## config.mk

```make
export PLATFORM = sky130hd
export DESIGN_NAME = mdtrd_top
export DESIGN_NICKNAME = d
export VERILOG_FILES = /design/src/logic/mdtrd_pkg.sv /design/src/logic/mdtrd_check.sv /design/src/logic/mdtrd_top.sv
export SDC_FILE = /design/constraint.sdc
export NUM_CORES = 2
export LEC_CHECK = 0
export BUFFER_PORTS_ARGS = -buffer_cell sky130_fd_sc_hd__clkbuf_2
export CORE_MARGIN = 2
export CORE_UTILIZATION = 45
export CTS_CLUSTER_SIZE = 30
export DETAILED_ROUTE_END_ITERATION = 7
export GPL_TIMING_DRIVEN = 1
export MAX_ROUTING_LAYER = met4
export PLACE_DENSITY = 0.58
export SETUP_SLACK_MARGIN = 0.5
export SLEW_MARGIN = 10
export SYNTH_ARGS = -nofsm -noshare
export SYNTH_HDL_FRONTEND = slang
export SYNTH_SLANG_ARGS = --single-unit
```

## constraint.sdc

```tcl
create_clock -name CLOCK_IN -period 3.4 [get_ports CLOCK_IN]
set_input_delay 0.68 -clock CLOCK_IN [delete_from_list [all_inputs] [get_ports CLOCK_IN]]
set_output_delay 0.68 -clock CLOCK_IN [all_outputs]
set_load 0.05 [all_outputs]
```

## src/logic/mdtrd_pkg.sv

```systemverilog
package mdtrd_pkg;

  // ****************************************
  // Register map (byte addresses)
  // ****************************************
  localparam int ADDR_W = 8;
  localparam logic [ADDR_W-1:0] ADDR_CTRL = 8'h00;
  localparam logic [ADDR_W-1:0] ADDR_NET = 8'h04;
  localparam logic [ADDR_W-1:0] ADDR_DST_LO = 8'h08;
  localparam logic [ADDR_W-1:0] ADDR_DST_HI = 8'h0C;
  localparam logic [ADDR_W-1:0] ADDR_LEN = 8'h10;
  localparam logic [ADDR_W-1:0] ADDR_KEY = 8'h14;
  localparam logic [ADDR_W-1:0] ADDR_KSRC_LO = 8'h18;
  localparam logic [ADDR_W-1:0] ADDR_KSRC_HI = 8'h1C;
  localparam logic [ADDR_W-1:0] ADDR_DATA = 8'h20;
  localparam logic [ADDR_W-1:0] ADDR_CMD = 8'h24;
  localparam logic [ADDR_W-1:0] ADDR_STATUS = 8'h28;

  // ****************************************
  // Field layout and widths
  // ****************************************
  localparam int MODE_W = 2;
  localparam int OPT_W = 3;
  localparam int LVL_W = 3;
  localparam int RATE_W = 6;
  localparam int UNITS_W = 4;
  localparam int OCTET_W = 8;
  localparam int NETID_W = 16;
  localparam int WORD_W = 32;
  localparam int ADDR64_W = 64;
  localparam int CNT_W = 8;
  localparam int PTR_W = 7;
  localparam int RES_W = 3;
  localparam int CTRL_SRC_LSB = 0;
  localparam int CTRL_DST_LSB = 2;
  localparam int CTRL_OPT_LSB = 4;
  localparam int CTRL_LVL_LSB = 7;
  localparam int CTRL_KMODE_LSB = 10;
  localparam int CTRL_RATE_LSB = 12;
  localparam int CTRL_BURST_BIT = 18;
  localparam int CTRL_CACK_BIT = 19;
  localparam int CTRL_CNACK_BIT = 20;
  localparam int CTRL_UNITS_LSB = 21;
  localparam int LEN_TAG_LSB = 8;
  localparam int CMD_SUBMIT_BIT = 0;
  localparam int CMD_FLUSH_BIT = 1;
  localparam int STAT_BUSY_BIT = 0;
  localparam int STAT_CODE_LSB = 1;
  localparam int STAT_TAG_LSB = 8;
  localparam int STAT_CNT_LSB = 16;
  localparam int OPT_ACK_BIT = 0;
  localparam int OPT_SLOT_BIT = 1;
  localparam int OPT_INDIRECT_BIT = 2;

  // ****************************************
  // Values
  // ****************************************
  localparam logic [CNT_W-1:0] MAX_PAYLOAD_OCTETS = 8'h7F;
  localparam logic [UNITS_W-1:0] UNITS_RESET = 4'h1;
  localparam logic [MODE_W-1:0] MODE_NONE = 2'h0;
  localparam logic [MODE_W-1:0] MODE_ONE = 2'h1;
  localparam logic [MODE_W-1:0] MODE_SHORT = 2'h2;
  localparam logic [MODE_W-1:0] MODE_EXT = 2'h3;
  localparam logic [3:0] SHORT_OCTETS = 4'h2;
  localparam logic [3:0] KSRC_SHORT_OCTETS = 4'h4;
  localparam logic [3:0] EXT_OCTETS = 4'h8;

  typedef enum logic [RES_W-1:0] {
    RES_SUCCESS = 3'h0,
    RES_INVALID_ADDRESS = 3'h1,
    RES_INVALID_PARAMETER = 3'h2
  } mdtrd_result_type;

  typedef enum logic [1:0] {
    ST_IDLE = 2'h0,
    ST_CHECK = 2'h1,
    ST_ISSUE = 2'h3
  } mdtrd_state_type;

  // Octets of an address field for a given addressing mode
  function automatic logic [3:0] addr_octets(input logic [MODE_W-1:0] mode);
    case (mode)
      MODE_SHORT: addr_octets = SHORT_OCTETS;
      MODE_EXT: addr_octets = EXT_OCTETS;
      default: addr_octets = 4'h0;
    endcase
  endfunction

  // Keep only the low octets of a 64-bit field
  function automatic logic [ADDR64_W-1:0] keep_octets(input logic [ADDR64_W-1:0] v, input logic [3:0] n);
    logic [ADDR64_W-1:0] r;
    r = '0;
    for (int i = 0; i < ADDR64_W / OCTET_W; i++) begin
      if (4'(i) < n) begin
        r[i*OCTET_W +: OCTET_W] = v[i*OCTET_W +: OCTET_W];
      end
    end
    keep_octets = r;
  endfunction

endpackage

```

## src/logic/mdtrd_check.sv

```systemverilog
`timescale 1ns/100ps
module mdtrd_check
  import mdtrd_pkg::*;
(
  input wire logic [MODE_W-1:0] src_mode_in,
  input wire logic [MODE_W-1:0] dst_mode_in,
  input wire logic [LVL_W-1:0] level_in,
  input wire logic [MODE_W-1:0] kmode_in,
  input wire logic [OCTET_W-1:0] kslot_in,
  input wire logic [CNT_W-1:0] count_in,
  input wire logic [CNT_W-1:0] stored_in,
  input wire logic [UNITS_W-1:0] units_in,
  output logic [RES_W-1:0] result_out
);

  // Validity of a request; address fault outranks parameter faults
  always_comb begin
    result_out = RES_SUCCESS;
    if (src_mode_in == MODE_NONE && dst_mode_in == MODE_NONE) begin
      result_out = RES_INVALID_ADDRESS;
    end else if (src_mode_in == MODE_ONE) begin
      result_out = RES_INVALID_PARAMETER;
    end else if (count_in > MAX_PAYLOAD_OCTETS || count_in != stored_in) begin
      result_out = RES_INVALID_PARAMETER;
    end else if (level_in != '0 && kmode_in != MODE_NONE && kslot_in == '0) begin
      result_out = RES_INVALID_PARAMETER;
    end else if (units_in == '0 || CNT_W'(units_in) > count_in) begin
      result_out = RES_INVALID_PARAMETER;
    end else if (units_in > UNITS_RESET && dst_mode_in != MODE_SHORT && dst_mode_in != MODE_EXT) begin
      result_out = RES_INVALID_PARAMETER;
    end
  end

endmodule

```

## src/logic/mdtrd_top.sv

```systemverilog
// Design decisions made here: the register offsets and the APB register port.
`timescale 1ns/100ps
module mdtrd_top
  import mdtrd_pkg::*;
(
  input wire logic CLOCK_IN,
  input wire logic SRST_IN,
  input wire logic CE_IN,
  input wire logic PSEL_IN,
  input wire logic PENABLE_IN,
  input wire logic PWRITE_IN,
  input wire logic [ADDR_W-1:0] PADDR_IN,
  input wire logic [WORD_W-1:0] PWDATA_IN,
  input wire logic [PTR_W-1:0] PAYLOAD_RD_ADDR_IN,
  output logic [WORD_W-1:0] PRDATA_OUT,
  output logic PREADY_OUT,
  output logic PSLVERR_OUT,
  output logic RESULT_VALID_OUT,
  output logic [RES_W-1:0] RESULT_CODE_OUT,
  output logic [OCTET_W-1:0] RESULT_TAG_OUT,
  output logic FRAME_VALID_OUT,
  output logic [3:0] SRC_ADDR_OCTETS_OUT,
  output logic [3:0] DST_ADDR_OCTETS_OUT,
  output logic BROADCAST_OUT,
  output logic [NETID_W-1:0] DST_NET_ID_OUT,
  output logic [ADDR64_W-1:0] DST_ADDR_OUT,
  output logic [CNT_W-1:0] PAYLOAD_COUNT_OUT,
  output logic [OCTET_W-1:0] PAYLOAD_TAG_OUT,
  output logic [UNITS_W-1:0] PACKED_UNITS_OUT,
  output logic ACK_REQUEST_OUT,
  output logic GUARANTEED_SLOT_OUT,
  output logic INDIRECT_OUT,
  output logic SECURITY_ENABLED_OUT,
  output logic [LVL_W-1:0] PROTECTION_LEVEL_OUT,
  output logic [MODE_W-1:0] KEY_ID_MODE_OUT,
  output logic [ADDR64_W-1:0] KEY_ORIGINATOR_OUT,
  output logic [OCTET_W-1:0] KEY_SLOT_OUT,
  output logic [RATE_W-1:0] PHY_RATE_OUT,
  output logic BURST_OUT,
  output logic COLOUR_ACK_OUT,
  output logic COLOUR_NACK_OUT,
  output logic [OCTET_W-1:0] PAYLOAD_RD_DATA_OUT
);

  // ****************************************
  // Declarations
  // ****************************************
  mdtrd_state_type state_q;
  logic [MODE_W-1:0] src_mode_q;
  logic [MODE_W-1:0] dst_mode_q;
  logic [OPT_W-1:0] opt_q;
  logic [LVL_W-1:0] level_q;
  logic [MODE_W-1:0] kmode_q;
  logic [RATE_W-1:0] rate_q;
  logic burst_q;
  logic cack_q;
  logic cnack_q;
  logic [UNITS_W-1:0] units_q;
  logic [NETID_W-1:0] net_id_q;
  logic [ADDR64_W-1:0] dst_addr_q;
  logic [CNT_W-1:0] count_q;
  logic [OCTET_W-1:0] tag_q;
  logic [OCTET_W-1:0] kslot_q;
  logic [ADDR64_W-1:0] ksrc_q;
  logic [CNT_W-1:0] stored_q;
  logic [OCTET_W-1:0] payload_mem [0:MAX_PAYLOAD_OCTETS-1];
  logic [RES_W-1:0] check_d;
  logic [RES_W-1:0] check_q;
  logic [WORD_W-1:0] rd_d;
  logic map_ok;
  logic busy;
  logic wr_acc;
  logic cfg_we;
  logic go;
  logic flush;
  logic push;
  logic [MODE_W-1:0] kmode_eff;

  // ****************************************
  // Bus decode
  // ****************************************
  // Writes land only at the access edge with ready high
  assign wr_acc = CE_IN & PSEL_IN & PENABLE_IN & PWRITE_IN & PREADY_OUT & map_ok;
  assign busy = (state_q != ST_IDLE);
  // Config held steady while a request is in flight
  assign cfg_we = wr_acc & ~busy;
  assign go = cfg_we & (PADDR_IN == ADDR_CMD) & PWDATA_IN[CMD_SUBMIT_BIT];
  assign flush = cfg_we & (PADDR_IN == ADDR_CMD) & PWDATA_IN[CMD_FLUSH_BIT];
  assign push = cfg_we & (PADDR_IN == ADDR_DATA) & (stored_q < MAX_PAYLOAD_OCTETS);
  // Key mode means nothing without protection
  assign kmode_eff = (level_q == '0) ? MODE_NONE : kmode_q;

  // Read mux and map check
  always_comb begin
    rd_d = '0;
    map_ok = 1'b1;
    case (PADDR_IN)
      ADDR_CTRL: begin
        rd_d[CTRL_SRC_LSB +: MODE_W] = src_mode_q;
        rd_d[CTRL_DST_LSB +: MODE_W] = dst_mode_q;
        rd_d[CTRL_OPT_LSB +: OPT_W] = opt_q;
        rd_d[CTRL_LVL_LSB +: LVL_W] = level_q;
        rd_d[CTRL_KMODE_LSB +: MODE_W] = kmode_q;
        rd_d[CTRL_RATE_LSB +: RATE_W] = rate_q;
        rd_d[CTRL_BURST_BIT] = burst_q;
        rd_d[CTRL_CACK_BIT] = cack_q;
        rd_d[CTRL_CNACK_BIT] = cnack_q;
        rd_d[CTRL_UNITS_LSB +: UNITS_W] = units_q;
      end
      ADDR_NET: rd_d[NETID_W-1:0] = net_id_q;
      ADDR_DST_LO: rd_d = dst_addr_q[WORD_W-1:0];
      ADDR_DST_HI: rd_d = dst_addr_q[ADDR64_W-1:WORD_W];
      ADDR_LEN: begin
        rd_d[CNT_W-1:0] = count_q;
        rd_d[LEN_TAG_LSB +: OCTET_W] = tag_q;
      end
      ADDR_KEY: rd_d[OCTET_W-1:0] = kslot_q;
      ADDR_KSRC_LO: rd_d = ksrc_q[WORD_W-1:0];
      ADDR_KSRC_HI: rd_d = ksrc_q[ADDR64_W-1:WORD_W];
      ADDR_DATA, ADDR_CMD: rd_d = '0;
      ADDR_STATUS: begin
        rd_d[STAT_BUSY_BIT] = busy;
        rd_d[STAT_CODE_LSB +: RES_W] = RESULT_CODE_OUT;
        rd_d[STAT_TAG_LSB +: OCTET_W] = RESULT_TAG_OUT;
        rd_d[STAT_CNT_LSB +: CNT_W] = stored_q;
      end
      default: map_ok = 1'b0;
    endcase
  end

  // Answer prepared in the setup cycle: zero wait states, flop outputs
  always_ff @(posedge CLOCK_IN) begin
    if (SRST_IN) begin
      PREADY_OUT <= 1'b0;
      PSLVERR_OUT <= 1'b0;
      PRDATA_OUT <= '0;
    end else if (CE_IN) begin
      PREADY_OUT <= PSEL_IN & ~PENABLE_IN;
      PSLVERR_OUT <= PSEL_IN & ~PENABLE_IN & ~map_ok;
      PRDATA_OUT <= (PSEL_IN & ~PENABLE_IN & ~PWRITE_IN) ? rd_d : '0;
    end
  end

  // ****************************************
  // Request registers
  // ****************************************
  // Control word: modes, options, security and link flags
  always_ff @(posedge CLOCK_IN) begin
    if (SRST_IN) begin
      src_mode_q <= MODE_NONE;
      dst_mode_q <= MODE_NONE;
      opt_q <= '0;
      level_q <= '0;
      kmode_q <= MODE_NONE;
      rate_q <= '0;
      burst_q <= 1'b0;
      cack_q <= 1'b0;
      cnack_q <= 1'b0;
      units_q <= UNITS_RESET;
    end else if (cfg_we && PADDR_IN == ADDR_CTRL) begin
      src_mode_q <= PWDATA_IN[CTRL_SRC_LSB +: MODE_W];
      dst_mode_q <= PWDATA_IN[CTRL_DST_LSB +: MODE_W];
      opt_q <= PWDATA_IN[CTRL_OPT_LSB +: OPT_W];
      level_q <= PWDATA_IN[CTRL_LVL_LSB +: LVL_W];
      kmode_q <= PWDATA_IN[CTRL_KMODE_LSB +: MODE_W];
      rate_q <= PWDATA_IN[CTRL_RATE_LSB +: RATE_W];
      burst_q <= PWDATA_IN[CTRL_BURST_BIT];
      cack_q <= PWDATA_IN[CTRL_CACK_BIT];
      cnack_q <= PWDATA_IN[CTRL_CNACK_BIT];
      units_q <= PWDATA_IN[CTRL_UNITS_LSB +: UNITS_W];
    end
  end

  // Addressing, length, tag and key words
  always_ff @(posedge CLOCK_IN) begin
    if (SRST_IN) begin
      net_id_q <= '0;
      dst_addr_q <= '0;
      count_q <= '0;
      tag_q <= '0;
      kslot_q <= '0;
      ksrc_q <= '0;
    end else if (cfg_we) begin
      case (PADDR_IN)
        ADDR_NET: net_id_q <= PWDATA_IN[NETID_W-1:0];
        ADDR_DST_LO: dst_addr_q[WORD_W-1:0] <= PWDATA_IN;
        ADDR_DST_HI: dst_addr_q[ADDR64_W-1:WORD_W] <= PWDATA_IN;
        ADDR_LEN: begin
          count_q <= PWDATA_IN[CNT_W-1:0];
          tag_q <= PWDATA_IN[LEN_TAG_LSB +: OCTET_W];
        end
        ADDR_KEY: kslot_q <= PWDATA_IN[OCTET_W-1:0];
        ADDR_KSRC_LO: ksrc_q[WORD_W-1:0] <= PWDATA_IN;
        ADDR_KSRC_HI: ksrc_q[ADDR64_W-1:WORD_W] <= PWDATA_IN;
        default: net_id_q <= net_id_q;
      endcase
    end
  end

  // ****************************************
  // Payload store
  // ****************************************
  // Octets past the maximum are dropped; the length check then refuses
  always_ff @(posedge CLOCK_IN) begin
    if (SRST_IN) begin
      stored_q <= '0;
    end else if (flush) begin
      stored_q <= '0;
    end else if (push) begin
      stored_q <= stored_q + 1'b1;
    end
  end

  // Array and read port carry no reset
  always_ff @(posedge CLOCK_IN) begin
    if (CE_IN) begin
      if (push) begin
        payload_mem[stored_q[PTR_W-1:0]] <= PWDATA_IN[OCTET_W-1:0];
      end
      PAYLOAD_RD_DATA_OUT <= payload_mem[PAYLOAD_RD_ADDR_IN];
    end
  end

  // ****************************************
  // Validation and sequencing
  // ****************************************
  mdtrd_check u_check (
    .src_mode_in(src_mode_q),
    .dst_mode_in(dst_mode_q),
    .level_in(level_q),
    .kmode_in(kmode_q),
    .kslot_in(kslot_q),
    .count_in(count_q),
    .stored_in(stored_q),
    .units_in(units_q),
    .result_out(check_d)
  );

  // Check result latched a cycle early to cut the path to the outputs
  always_ff @(posedge CLOCK_IN) begin
    if (SRST_IN) begin
      state_q <= ST_IDLE;
      check_q <= RES_SUCCESS;
    end else if (CE_IN) begin
      case (state_q)
        ST_IDLE: begin
          if (go) begin
            state_q <= ST_CHECK;
          end
        end
        ST_CHECK: begin
          check_q <= check_d;
          state_q <= ST_ISSUE;
        end
        ST_ISSUE: state_q <= ST_IDLE;
        default: state_q <= ST_IDLE;
      endcase
    end
  end

  // Result report: one pulse per request, tag returned for matching
  always_ff @(posedge CLOCK_IN) begin
    if (SRST_IN) begin
      RESULT_VALID_OUT <= 1'b0;
      RESULT_CODE_OUT <= RES_SUCCESS;
      RESULT_TAG_OUT <= '0;
      FRAME_VALID_OUT <= 1'b0;
    end else if (CE_IN) begin
      RESULT_VALID_OUT <= (state_q == ST_ISSUE);
      FRAME_VALID_OUT <= (state_q == ST_ISSUE) && (check_q == RES_SUCCESS);
      if (state_q == ST_ISSUE) begin
        RESULT_CODE_OUT <= check_q;
        RESULT_TAG_OUT <= tag_q;
      end
    end
  end

  // ****************************************
  // Decoded controls for frame building
  // ****************************************
  always_ff @(posedge CLOCK_IN) begin
    if (SRST_IN) begin
      SRC_ADDR_OCTETS_OUT <= '0;
      DST_ADDR_OCTETS_OUT <= '0;
      BROADCAST_OUT <= 1'b0;
      DST_NET_ID_OUT <= '0;
      DST_ADDR_OUT <= '0;
      PAYLOAD_COUNT_OUT <= '0;
      PAYLOAD_TAG_OUT <= '0;
      PACKED_UNITS_OUT <= '0;
      ACK_REQUEST_OUT <= 1'b0;
      GUARANTEED_SLOT_OUT <= 1'b0;
      INDIRECT_OUT <= 1'b0;
      SECURITY_ENABLED_OUT <= 1'b0;
      PROTECTION_LEVEL_OUT <= '0;
      KEY_ID_MODE_OUT <= MODE_NONE;
      KEY_ORIGINATOR_OUT <= '0;
      KEY_SLOT_OUT <= '0;
      PHY_RATE_OUT <= '0;
      BURST_OUT <= 1'b0;
      COLOUR_ACK_OUT <= 1'b0;
      COLOUR_NACK_OUT <= 1'b0;
    end else if (CE_IN && state_q == ST_ISSUE && check_q == RES_SUCCESS) begin
      SRC_ADDR_OCTETS_OUT <= addr_octets(src_mode_q);
      DST_ADDR_OCTETS_OUT <= addr_octets(dst_mode_q);
      BROADCAST_OUT <= (dst_mode_q == MODE_ONE);
      DST_NET_ID_OUT <= net_id_q;
      DST_ADDR_OUT <= keep_octets(dst_addr_q, addr_octets(dst_mode_q));
      PAYLOAD_COUNT_OUT <= count_q;
      PAYLOAD_TAG_OUT <= tag_q;
      PACKED_UNITS_OUT <= units_q;
      ACK_REQUEST_OUT <= opt_q[OPT_ACK_BIT];
      GUARANTEED_SLOT_OUT <= opt_q[OPT_SLOT_BIT];
      INDIRECT_OUT <= opt_q[OPT_INDIRECT_BIT];
      SECURITY_ENABLED_OUT <= (level_q != '0);
      PROTECTION_LEVEL_OUT <= level_q;
      KEY_ID_MODE_OUT <= kmode_eff;
      KEY_ORIGINATOR_OUT <= keep_octets(ksrc_q,
        (kmode_eff == MODE_SHORT) ? KSRC_SHORT_OCTETS : addr_octets(kmode_eff));
      KEY_SLOT_OUT <= (kmode_eff == MODE_NONE) ? '0 : kslot_q;
      PHY_RATE_OUT <= rate_q;
      BURST_OUT <= burst_q;
      COLOUR_ACK_OUT <= cack_q;
      COLOUR_NACK_OUT <= cnack_q;
    end
  end
endmodule

```

==> results.json <==
{
  "whs_ns": 0.170,
  "cp_top_family": "buffers and inverters",
  "skew_ns": 0.0362,
  "tns_ns": 0,
  "slew_viol_final": 0,
  "syn_area_per_cell_um2": 14.2,
  "ir_worst_vdd_uv": 557,
  "die_y_um": 360,
  "insertion_delay_ns": 0.78,
  "setup_violations": 0,
  "worst_pin_slew_ns": 1.18,
  "grt_max_degree": 156,
  "rsz0062_at_grt": "no",
  "postCtsHoldBufs": 0,
  "grt-ovfl-total": 0,
  "synth_edf_count": 1024,
  "drc": 0,
  "arrival_ns": 3.23,
  "crit_top_cell": "buf_4",
  "avgRoutedWirePerCell_um": 26.6,
  "drtPass1Iterations": 7,
  "max_freq_mhz": 364,
  "via_per_inst": 5.83,
  "yosysSeqAreaShare": 0.694,
  "synth-main-ff-cell": "edfxtp_1",
  "n_fill_cell": 10400,
  "dr_total_vias": 36700,
  "crit_buf_inv": 5,
  "netlist_area_mm2": 0.0572,
  "critPathSlowestCell": "a21oi_1",
  "yosysTopAreaCell": "edfxtp_1",
  "run_status": "finished, final reports clean",
  "slowest_delay_ns": 0.47,
  "slew_headroom": 0.210,
  "start_util": 0.454,
  "end_kind": "flop",
  "cts_resized": 0,
  "period_minus_slack_ns": 2.75,
  "gp_routability_congestion": 0.926,
  "synthXorXnorAreaFrac": 0.00169,
  "nets": 4573,
  "ios": 307,
  "area_growth_pct": 17.8,
  "r2r_start": "stored_q[1]",
  "ys_top_cells_by_area": "edfxtp_1, dfxtp_1, mux4_2",
  "drv_cap": 0,
  "cp.required_ns": 3.88,
  "critPathKind": "in2reg",
  "yosysWarningCount": 0,
  "synth_top_family_by_area": "multiplexers",
  "power.leakage_uw": 0.0229,
  "cp_cell_sequence": "buf_8 > buf_12 > buf_4 > nor2b_1 > buf_4 > a22oi_1 > nand3_1 > o311ai_0 > a21oi_1 > buf_4 > a211oi_1",
  "p_per_area_mw_per_mm2": 557,
  "synth_top_area_frac": 0.538,
  "synth_cell_types": 66,
  "critPathLaunch": "PAYLOAD_RD_ADDR_IN[0]",
  "synthAdderAreaFrac": 0.00109,
  "antenna_found_initial": 5,
  "root_buffer": "clkbuf_16",
  "synth.mux.area_fraction": 0.114,
  "cts_tree": "built",
  "grt_first_pass_wirelength_mm": 243,
  "grt_pass1_vias": 35200,
  "power.total_uw": 37500,
  "dieArea_mm2": 0.130,
  "synth-compound-area-share": 0.0835,
  "cts_buffer_depth": 3,
  "final_hold_viol_count": 0,
  "cp-start-kind": "input port",
  "port_buffers": 301,
  "period_share": 0.808,
  "hp-start": "PWDATA_IN[31]",
  "grt_util_all_layers": 0.262,
  "die_width_um": 360,
  "cp_max_fo": 31,
  "hold_class": "in2reg",
  "dp_cells": 6009,
  "numCtsBuffers": 154,
  "syn_inst": 4027,
  "clock-sinks": 1470,
  "routed_wl_mm": 167,
  "synth-simple-area-share": 0.0810,
  "core-area_mm2": 0.126,
  "synth-seq-cells": 1470,
  "drt_iter0_drc": 4499,
  "drt.antenna.violating_nets": 0,
  "dp_hpwl_mm": 110,
  "async_flop_share": 0,
  "cts_setup_buffers": 0,
  "rows": 130,
  "clk_transition_reported_paths_ns": 0.06,
  "layoutNonFillerInstCount": 6288,
  "htreeDepth": 4,
  "drive_above_1_share": 0.238
}
## worst paths after layout
check,endpoint,slack (ns),cells past startpoint
hold reg to reg,DST_ADDR_OUT[6],0.45,2
setup / recovery,PAYLOAD_RD_DATA_OUT[0],0.65,11
hold / removal,dst_addr_q[31],0.17,3
setup reg to reg,payload_mem[11][4],0.67,5
## state kept, by name, summed over array words and instances (netlist names), 16 cells and up
name / count
ksrc_q: 64
payload_mem: 1016
net_id_q: 16
dst_addr_q: 64
KEY_ORIGINATOR_OUT: 64
DST_NET_ID_OUT: 16
PRDATA_OUT: 32
DST_ADDR_OUT: 64
## cell usage in the layout (no fill, tap or decap), types with 22 or more instances in the layout
| cell type | netlist | routed |
|---|---|---|
| clkbuf_1 | 170 | 30 |
| edfxtp_1 | 1024 | 1024 |
| buf_12 | 0 | 29 |
| a211oi_1 | 22 | 22 |
| nand2_1 | 525 | 525 |
| mux2_2 | 32 | 32 |
| mux4_2 | 197 | 197 |
| dfxtp_1 | 446 | 446 |
| buf_4 | 32 | 306 |
| nor2_1 | 355 | 355 |
| clkinv_1 | 0 | 25 |
| nand3_1 | 79 | 79 |
| a22oi_1 | 251 | 251 |
| clkbuf_16 | 0 | 157 |
| clkbuf_2 | 0 | 290 |
| a21oi_1 | 305 | 305 |
| mux2i_1 | 173 | 173 |
| o21ai_0 | 50 | 50 |
| nor2b_1 | 29 | 27 |
## stage by stage
step	cell area (um2)	utilization	setup slack [ns]
floorplan	57200	-	0.520
global placement	62300	0.495	-0.114
detailed placement	62300	0.495	-0.165
CTS	67300	0.535	0.659
global route	67300	0.535	0.529
finish	67300	0.535	0.652
## cells by family (layout without fill, tap and decap cells)
group                      count (synthesis)  after routing
AOI/OAI and AO/OA                        744            744
adders and majority gates                  5              5
other                                      1              8
DFF                                     1470           1470
muxes                                    402            402
buffers and inverters                    307            911
and+or+nand+nor                         1087           1087
xor gates and xnor gates                  11             11
## synthesized netlist by cell type, types with 22 or more instances
cell type,count
buf_2,81
nand3_1,79
o21ai_0,50
mux2i_1,173
edfxtp_1,1024
mux4_2,197
nor2_1,355
nand2_1,525
clkbuf_1,170
dfxtp_1,446
mux2_2,32
a21oi_1,305
a211oi_1,22
a22oi_1,251
buf_4,32
nor2b_1,29
## layer usage
layer  vias to the layer above  global-route usage  share of wire
met5                         -                   -              0
met4                         0              0.0916          0.034
met3                       271              0.0498          0.078
met2                      1706               0.391           0.46
met1                     18500               0.361           0.43
li1                      16200                   -              -
## worst min-delay path, cell delays in order
cell and delay (ns):
clkbuf_2 0.11, nand2_1 0.06, a21oi_1 0.05
## where the power goes
| group | total, uW | switching, uW | internal (uW) | leakage [uW] |
|---|---|---|---|---|
| clock network | 16800 | 6880 | 9910 | 0.00246 |
| registers | 19100 | 14.6 | 19100 | 0.0128 |
| logic | 1550 | 1040 | 513 | 0.00762 |
## cell type report
class | instances | area (um2) | share of cell area
Clock buffer | 199 | 4190 | 0.0622
Inverter | 8 | 30.0 | 0.000446
Multi-Input combinational cell | 2254 | 16200 | 0.240
Clock inverter | 77 | 835 | 0.0124
Sequential cell | 1470 | 39700 | 0.589
Antenna cell | 3 | 7.51 | 0.000111
Timing Repair Buffer | 627 | 4370 | 0.0649
Tap cell | 1650 | 2060 | 0.0307
(Power assumes the default switching activity.)
